File: src/design/phyrx_pkg.sv
// Purpose: Shared constants for the receive nibble and strap pin block.
// Assumes: 200 MHz system clock and a 32-bit APB register bus.
// Notes: Register offsets are byte addresses of aligned 32-bit words.
package phyrx_pkg;

  // System clock and generated receive clock rates, in hertz.
  localparam int unsigned CLK_HZ = 200_000_000;
  localparam int unsigned RXCLK_100_HZ = 25_000_000;
  localparam int unsigned RXCLK_10_HZ = 2_500_000;

  // Half periods of the receive clock, in system clock cycles.
  localparam int unsigned HALF_100 = CLK_HZ / (2 * RXCLK_100_HZ);
  localparam int unsigned HALF_10 = CLK_HZ / (2 * RXCLK_10_HZ);
  localparam int DIV_W = 8;

  // Register byte offsets.
  localparam logic [7:0] ADDR_CTRL = 8'h00;
  localparam logic [7:0] ADDR_STRAP = 8'h04;
  localparam logic [7:0] ADDR_IRQ_STATUS = 8'h08;
  localparam logic [7:0] ADDR_IRQ_MASK = 8'h0C;
  localparam logic [7:0] ADDR_STATUS = 8'h10;

  // Control register fields and reset value.
  localparam int CTRL_SPEED100 = 0;
  localparam int CTRL_RMII = 1;
  localparam int CTRL_SYMBOL = 2;
  localparam int CTRL_W = 3;
  localparam logic [2:0] CTRL_RESET = 3'h1;

  // Strap register fields.
  localparam int STRAP_MODE_LSB = 0;
  localparam int STRAP_IRQSEL = 3;
  localparam int MODE_W = 3;

  // Interrupt status and mask fields.
  localparam int IRQ_FRAME_ERR = 0;
  localparam int IRQ_FRAME_END = 1;
  localparam int IRQ_TX_FAULT = 2;
  localparam int IRQ_W = 3;
  localparam logic [2:0] IRQ_MASK_RESET = 3'h0;

  // Status register fields.
  localparam int STAT_IN_FRAME = 0;
  localparam int STAT_FRAME_ERR = 1;
  localparam int STAT_RUN = 2;

  // Strap capture sequence, Gray coded along its only path.
  typedef enum logic [1:0] {
    PHYRX_ST_RESET = 2'h0,
    PHYRX_ST_STRAP = 2'h1,
    PHYRX_ST_RUN = 2'h3
  } phyrx_state_e;

endpackage

File: src/design/phyrx_sync.sv
// Purpose: Two flip-flop synchroniser for pins from outside the clock domain.
// Assumes: Each bit is an independent level; no bus coherence is promised.
// Notes: Runs through reset so straps are settled when reset is released.
`timescale 1ns/1ps
`default_nettype none
module phyrx_sync #(
  parameter int WIDTH = 1
) (
  input wire logic clk,
  input wire logic [WIDTH-1:0] din,
  output logic [WIDTH-1:0] dout
);

  logic [WIDTH-1:0] meta;

  // No reset: the flops must follow the pins while the chip is held in reset.
  always_ff @(posedge clk) begin
    meta <= din;
    dout <= meta;
  end

endmodule // phyrx_sync
`default_nettype wire

File: src/design/phyrx_pins.sv
// Purpose: Receive nibble, receive error and shared interrupt pin logic with strap capture.
// Assumes: The decoder feeds one nibble per receive clock period on src_take.
// Notes: Registers are reached over APB; straps are caught just after reset release.
//
// Register access over APB and the placing of the registers were left to the implementer.
`timescale 1ns/1ps
`default_nettype none
module phyrx_pins (
  input wire logic clk,
  input wire logic rst_n,
  // APB slave.
  input wire logic [7:0] paddr,
  input wire logic psel,
  input wire logic penable,
  input wire logic pwrite,
  input wire logic [31:0] pwdata,
  output logic [31:0] prdata,
  output logic pready,
  output logic pslverr,
  // Decoded receive stream from the line decoder.
  input wire logic src_valid,
  input wire logic [3:0] src_nibble,
  input wire logic src_sym_msb,
  input wire logic src_err,
  output logic src_take,
  // Receive data pins, shared with the mode and interrupt select straps.
  input wire logic [3:0] rxd_in,
  output logic [3:0] rxd_out,
  output logic [3:0] rxd_oe,
  // Receive side outputs to the controller.
  output logic rx_nibble_valid,
  output logic rx_fault_flag,
  output logic rx_clk_out,
  // Shared interrupt, transmit error or fifth transmit bit pin.
  input wire logic tx_fault_or_fifth_bit_in,
  output logic tx_fault_or_fifth_bit_out,
  output logic tx_fault_or_fifth_bit_oe,
  // Towards the transmit encoder.
  output logic tx_substitute_h,
  output logic tx_fifth_bit,
  // Captured default mode and interrupt level.
  output logic [2:0] default_mode,
  output logic irq
);

  phyrx_pkg::phyrx_state_e state;
  logic [3:0] rxd_sync;
  logic tx_pin_sync;
  logic irq_pin_select_strap;
  logic [phyrx_pkg::CTRL_W-1:0] ctrl;
  logic [phyrx_pkg::IRQ_W-1:0] irq_status;
  logic [phyrx_pkg::IRQ_W-1:0] irq_mask;
  logic [phyrx_pkg::IRQ_W-1:0] irq_event;
  logic [phyrx_pkg::DIV_W-1:0] div_cnt;
  logic [phyrx_pkg::DIV_W-1:0] div_half;
  logic rx_clk_int;
  logic tick;
  logic running;
  logic speed100;
  logic rmii;
  logic symbol;
  logic in_frame;
  logic frame_err;
  logic tx_fault_input;
  logic irq_out_low;
  logic apb_setup;
  logic apb_write;
  logic addr_ok;
  logic [31:0] next_prdata;

  assign speed100 = ctrl[phyrx_pkg::CTRL_SPEED100];
  assign rmii = ctrl[phyrx_pkg::CTRL_RMII];
  assign symbol = ctrl[phyrx_pkg::CTRL_SYMBOL];
  assign running = (state == phyrx_pkg::PHYRX_ST_RUN);

  phyrx_sync #(
    .WIDTH(4)
  ) u_rxd_sync (
    .clk(clk),
    .din(rxd_in),
    .dout(rxd_sync)
  );

  phyrx_sync #(
    .WIDTH(1)
  ) u_tx_sync (
    .clk(clk),
    .din(tx_fault_or_fifth_bit_in),
    .dout(tx_pin_sync)
  );

  // The pins are only sampled once the synchronised strap levels are
  // known to be taken from the released chip, one cycle after release.
  always_ff @(posedge clk) begin
    if (!rst_n) begin
      state <= phyrx_pkg::PHYRX_ST_RESET;
    end else begin
      unique case (state)
        phyrx_pkg::PHYRX_ST_RESET: begin
          state <= phyrx_pkg::PHYRX_ST_STRAP;
        end
        phyrx_pkg::PHYRX_ST_STRAP: begin
          state <= phyrx_pkg::PHYRX_ST_RUN;
        end
        phyrx_pkg::PHYRX_ST_RUN: begin
          state <= phyrx_pkg::PHYRX_ST_RUN;
        end
        default: begin
          state <= phyrx_pkg::PHYRX_ST_RESET;
        end
      endcase
    end
  end

  always_ff @(posedge clk) begin
    if (!rst_n) begin
      default_mode <= 3'h0;
    end else if (state == phyrx_pkg::PHYRX_ST_STRAP) begin
      default_mode <= rxd_sync[2:0];
    end
  end

  always_ff @(posedge clk) begin
    if (!rst_n) begin
      irq_pin_select_strap <= 1'h1;
    end else if (state == phyrx_pkg::PHYRX_ST_STRAP) begin
      irq_pin_select_strap <= rxd_sync[3];
    end
  end

  assign div_half = speed100 ? phyrx_pkg::DIV_W'(phyrx_pkg::HALF_100)
                             : phyrx_pkg::DIV_W'(phyrx_pkg::HALF_10);

  always_ff @(posedge clk) begin
    if (!rst_n) begin
      div_cnt <= 8'h00;
      rx_clk_int <= 1'h0;
    end else if (div_cnt >= div_half - 8'h01) begin
      div_cnt <= 8'h00;
      rx_clk_int <= ~rx_clk_int;
    end else begin
      div_cnt <= div_cnt + 8'h01;
    end
  end

  // New data is launched on the falling receive clock edge so that it is
  // centred on the rising edge at which the controller samples it.
  assign tick = running && rx_clk_int && (div_cnt >= div_half - 8'h01);
  assign src_take = tick;

  // clock unused in reduced pin mode
  always_ff @(posedge clk) begin
    if (!rst_n) begin
      rx_clk_out <= 1'h0;
    end else begin
      rx_clk_out <= rx_clk_int && !rmii;
    end
  end

  always_ff @(posedge clk) begin
    if (!rst_n) begin
      rxd_out <= 4'h0;
      rx_nibble_valid <= 1'h0;
    end else if (tick) begin
      rx_nibble_valid <= src_valid;
      rxd_out <= src_valid ? src_nibble : 4'h0;
    end
  end

  always_ff @(posedge clk) begin
    if (!rst_n) begin
      rxd_oe <= 4'h0;
    end else begin
      rxd_oe <= running ? (rmii ? 4'h3 : 4'hF) : 4'h0;
    end
  end

  always_ff @(posedge clk) begin
    if (!rst_n) begin
      in_frame <= 1'h0;
    end else if (tick) begin
      in_frame <= src_valid;
    end
  end

  always_ff @(posedge clk) begin
    if (!rst_n) begin
      frame_err <= 1'h0;
    end else if (tick) begin
      if (!src_valid) begin
        frame_err <= 1'h0;
      end else if (src_err) begin
        frame_err <= 1'h1;
      end
    end
  end

  // nothing reads the error pin back
  always_ff @(posedge clk) begin
    if (!rst_n) begin
      rx_fault_flag <= 1'h0;
    end else if (tick) begin
      if (symbol) begin
        rx_fault_flag <= src_valid && src_sym_msb;
      end else begin
        rx_fault_flag <= src_valid && (src_err || (frame_err && in_frame));
      end
    end
  end

  assign tx_fault_input = running && !irq_pin_select_strap && tx_pin_sync;

  // error code only at 100 Mb/s
  always_ff @(posedge clk) begin
    if (!rst_n) begin
      tx_substitute_h <= 1'h0;
      tx_fifth_bit <= 1'h0;
    end else begin
      tx_substitute_h <= tx_fault_input && speed100 && !symbol && !rmii;
      tx_fifth_bit <= tx_fault_input && symbol && !rmii;
    end
  end

  // Events for the interrupt status register.
  assign irq_event[phyrx_pkg::IRQ_FRAME_ERR] = tick && src_valid && src_err && !symbol;
  assign irq_event[phyrx_pkg::IRQ_FRAME_END] = tick && in_frame && !src_valid;
  assign irq_event[phyrx_pkg::IRQ_TX_FAULT] = tx_substitute_h;

  // APB decode; the slave answers in the first access cycle.
  assign apb_setup = psel && !penable;
  assign apb_write = psel && penable && pwrite && !pslverr;
  assign pready = 1'h1;

  always_comb begin
    addr_ok = 1'h1;
    next_prdata = 32'h0000_0000;
    unique case (paddr)
      phyrx_pkg::ADDR_CTRL: begin
        next_prdata[phyrx_pkg::CTRL_W-1:0] = ctrl;
      end
      phyrx_pkg::ADDR_STRAP: begin
        next_prdata[phyrx_pkg::STRAP_MODE_LSB +: phyrx_pkg::MODE_W] = default_mode;
        next_prdata[phyrx_pkg::STRAP_IRQSEL] = irq_pin_select_strap;
      end
      phyrx_pkg::ADDR_IRQ_STATUS: begin
        next_prdata[phyrx_pkg::IRQ_W-1:0] = irq_status;
      end
      phyrx_pkg::ADDR_IRQ_MASK: begin
        next_prdata[phyrx_pkg::IRQ_W-1:0] = irq_mask;
      end
      phyrx_pkg::ADDR_STATUS: begin
        next_prdata[phyrx_pkg::STAT_IN_FRAME] = in_frame;
        next_prdata[phyrx_pkg::STAT_FRAME_ERR] = frame_err;
        next_prdata[phyrx_pkg::STAT_RUN] = running;
      end
      default: begin
        addr_ok = 1'h0;
      end
    endcase
  end

  // Read data and error are caught in the setup cycle so both come from flops.
  always_ff @(posedge clk) begin
    if (!rst_n) begin
      prdata <= 32'h0000_0000;
      pslverr <= 1'h0;
    end else if (apb_setup) begin
      prdata <= pwrite ? 32'h0000_0000 : next_prdata;
      pslverr <= !addr_ok;
    end
  end

  always_ff @(posedge clk) begin
    if (!rst_n) begin
      ctrl <= phyrx_pkg::CTRL_RESET;
    end else if (apb_write && paddr == phyrx_pkg::ADDR_CTRL) begin
      ctrl <= pwdata[phyrx_pkg::CTRL_W-1:0];
    end
  end

  always_ff @(posedge clk) begin
    if (!rst_n) begin
      irq_mask <= phyrx_pkg::IRQ_MASK_RESET;
    end else if (apb_write && paddr == phyrx_pkg::ADDR_IRQ_MASK) begin
      irq_mask <= pwdata[phyrx_pkg::IRQ_W-1:0];
    end
  end

  // A new event wins over a write-one-to-clear in the same cycle.
  always_ff @(posedge clk) begin
    if (!rst_n) begin
      irq_status <= 3'h0;
    end else if (apb_write && paddr == phyrx_pkg::ADDR_IRQ_STATUS) begin
      irq_status <= (irq_status & ~pwdata[phyrx_pkg::IRQ_W-1:0]) | irq_event;
    end else begin
      irq_status <= irq_status | irq_event;
    end
  end

  always_ff @(posedge clk) begin
    if (!rst_n) begin
      irq <= 1'h0;
    end else begin
      irq <= |(irq_status & irq_mask);
    end
  end

  // shared pin as low interrupt
  // The pin is open drain in this role: it only ever pulls low, and the
  // board pull-up gives the idle high level.
  assign irq_out_low = ~irq;
  assign tx_fault_or_fifth_bit_out = 1'h0;
  assign tx_fault_or_fifth_bit_oe = running && irq_pin_select_strap && !irq_out_low;

endmodule // phyrx_pins
`default_nettype wire

File: config.mk
export PLATFORM = sky130hd
export DESIGN_NAME = phyrx_pins
export DESIGN_NICKNAME = d
export VERILOG_FILES = /design/src/design/phyrx_pkg.sv /design/src/design/phyrx_sync.sv /design/src/design/phyrx_pins.sv
export SDC_FILE = /design/constraint.sdc
export NUM_CORES = 1
export LEC_CHECK = 0
export BUFFER_PORTS_ARGS = -buffer_cell sky130_fd_sc_hd__buf_2
export CAP_MARGIN = 20
export CORE_MARGIN = 2
export CORE_UTILIZATION = 45
export CTS_CLUSTER_DIAMETER = 200
export DETAILED_ROUTE_END_ITERATION = 6
export GPL_TIMING_DRIVEN = 0
export HOLD_SLACK_MARGIN = 0.1
export MAX_ROUTING_LAYER = met4
export PLACE_DENSITY = 0.76
export SYNTH_ARGS = -nofsm -noshare
export SYNTH_HDL_FRONTEND = slang
export SYNTH_SLANG_ARGS = --single-unit
export TNS_END_PERCENT = 5
File: constraint.sdc
create_clock -name clk -period 1.98 [get_ports clk]
set_input_delay 0.198 -clock clk [delete_from_list [all_inputs] [get_ports clk]]
set_output_delay 0.198 -clock clk [all_outputs]
set_load 0.01 [all_outputs]
==> out/results.ini <==
[power]
p_leak_nw=1.34
power.total_mw=2.02
vdd_drop_max_mv=0.456
p_per_area_nw_per_um2=696

[worst_setup_path]
crit_type=flip-flop to output pin
startpoint_type=flip-flop
path_max_fanout=10
critPathCaptureType=output pin
ff2ff_setup_slack_ns=0.26
critical_path_required_ns=1.78
cp.arrival_ns=1.70

[global_routing]
antenna_found_initial=0
first_global_vias=1632
grt_max_degree=17
grt_pass1_wl_um=7270
grt_util_all_layers_pct=17.8
grt_overflow=0

[floorplan]
ios=111
die_x_um=74.8
placementRows=25
core-area_um2=4790
die_h_um=74.8
die_area_um2=5590
start_util_pct=47.1

[cells_and_area]
antenna_cells=0
stdcell_count=398
final_common_cell=buf_2
most-common-layout-cells=buf_2 (53), dfxtp_1 (52), buf_4 (34)
finalNetCount=390
syn2layout_area_growth_pct=28.9
finalCoreUtilization_pct=60.7
drive_gt1_share_pct=32.6

[placed_design]
gp_congestion=0.916
io_buffers=51
dp_hpwl_um=3480
pre_cts_slack_ns=-0.0558
dp_cells=384

[yosys]
netlist_instances=237
ys_seq_area_share_pct=46.2
avgSynthCellArea_um2=9.51
ys_warn_count=0
syn_area_um2=2250
async_flop_share_pct=0
synth_ff_type=dfxtp_1
synth-seq-cells=52
ys_types=44
synth_edf_count=0

[clock_tree]
clk_latency_ns=0.31
cts_max_level=2
clk_pin_slew_ns=0.09
cts-root-buf=clkbuf_8
cts_buffers=5
cts.sinks=52
clk_path_buf_depth=2
cts_tree=yes

[timing]
hold_violations=0
setup_viol=0
worst_slack_ns=0.0792
slew_violations=0
fmax_ghz=0.526
slew_headroom_pct=53.1
worstMarginPinSlew_ns=0.697
fin_worst_skew_ns=0.00860
rsz0062_at_grt=no
min_period_ns=1.90
finalCritPeriodShare_pct=96.0

[route]
drt_wl_total_um=4720
first_pass_iters=4
vias_per_cell=4.61
vias=1834
antenna_left=0
drc=0
post_drt_wl_per_cell_um=11.9
drt_iter0_drc=108

[status]
status=finished, final reports clean

[run]
cap_violations=0

[hold_path]
hp-class=input pin to flip-flop

## routing by layer
metal / wire, um / up-vias / global-route usage [%] / share of wire (%)
li1: - / 950 / - / -
met1: 2030 / 829 / 20.8 / 43
met2: 2410 / 50 / 30.1 / 51
met3: 213 / 5 / 4.02 / 4.5
met4: 60 / 0 / 6.35 / 1.3
met5: 0 / - / - / 0
## report_power, final
part           switching, mW  internal (mW)  total [mW]
Sequential            0.0174           1.07        1.09
Combinational          0.110          0.109       0.220
Clock                  0.336          0.374       0.710
## logic make-up (layout without fill, tap and decap cells)
group	Yosys count	count (layout)	share of synthesized area, %
AOI/OAI and AO/OA	35	35	9.49
xor gates and xnor gates	6	6	2.33
adders and majority gates	3	3	1.66
buffers and inverters	46	111	13.1
DFF	52	52	46.2
muxes	13	13	5.94
other	2	31	0.333
and+or+nand+nor	80	80	21.0
## through the flow
stage               instance area (um2)  hold slack [ns]  setup TNS [ns]
finish                             2910            0.128               0
global route                       2910            0.112               0
CTS                                2900            0.119               0
detailed placement                 2700            0.302         -0.0558
global placement                   2700            0.300         -0.0268
floorplan                          2360            0.226               0
## path summary, 6_finish.rpt
check                     startpoint  cells past startpoint            endpoint
hold reg to reg   u_rxd_sync.meta[3]                      0  u_rxd_sync.dout[3]
setup / recovery             ctrl[0]                      5            src_take
hold / removal             pwdata[2]                      2       irq_status[2]
setup reg to reg             ctrl[0]                      6       irq_status[1]
## critical path, cell delays in order, from the launching register on
cell and delay [ns]:
dfxtp_1 0.38, ha_1 0.35, nand3_2 0.13, a31oi_4 0.21, buf_4 0.18, buf_2 0.14
## what timing repair did
item | 4_1_cts | 5_1_grt
hold buffers | 5 | 0
endpoints found under the setup margin | 2 | 1
gates cloned | 0 | 0
buffers inserted | 1 | 0
resized for setup | 5 | 3
pin swaps | 1 | 0
hold endpoints to repair | 5 | 0
## state kept, by name, summed over array words and instances, names as in the netlist, 2 cells and up
name             count
prdata               4
u_rxd_sync.meta      4
default_mode         3
rxd_oe               2
u_rxd_sync.dout      4
div_cnt              8
rxd_out              4
state                2
irq_mask             3
irq_status           3
ctrl                 3
## layout make-up
cell class	count	area [um2]
Tap cell	67	83.8
Multi-Input combinational cell	168	1060
Clock buffer	5	68.8
Fill cell	434	1880
Timing Repair Buffer	57	313
Buffer	41	280
Sequential cell	52	1040
Inverter	5	18.8
Clock inverter	3	42.5
## synthesized netlist by cell type (3+ instances only)
master    number  share of area [%]
and3_1         4                1.1
clkbuf_1       7                1.2
nand3_1        9                2.0
mux2_2         3                1.5
o21ai_0       13                2.9
nor2_1        11                1.8
a31oi_1        4                1.1
a21oi_1        8                1.8
nand2_1       12                2.0
xor2_1         3                1.2
nand4_1        7                1.9
nor2b_1       12                3.3
xnor2_1        3                1.2
nand3b_1       6                2.0
buf_4         32                 11
ha_1           3                1.7
mux2i_1       10                4.4
inv_1          5               0.83
dfxtp_1       52                 46
No activity file was read; power rests on OpenSTA's default activity.
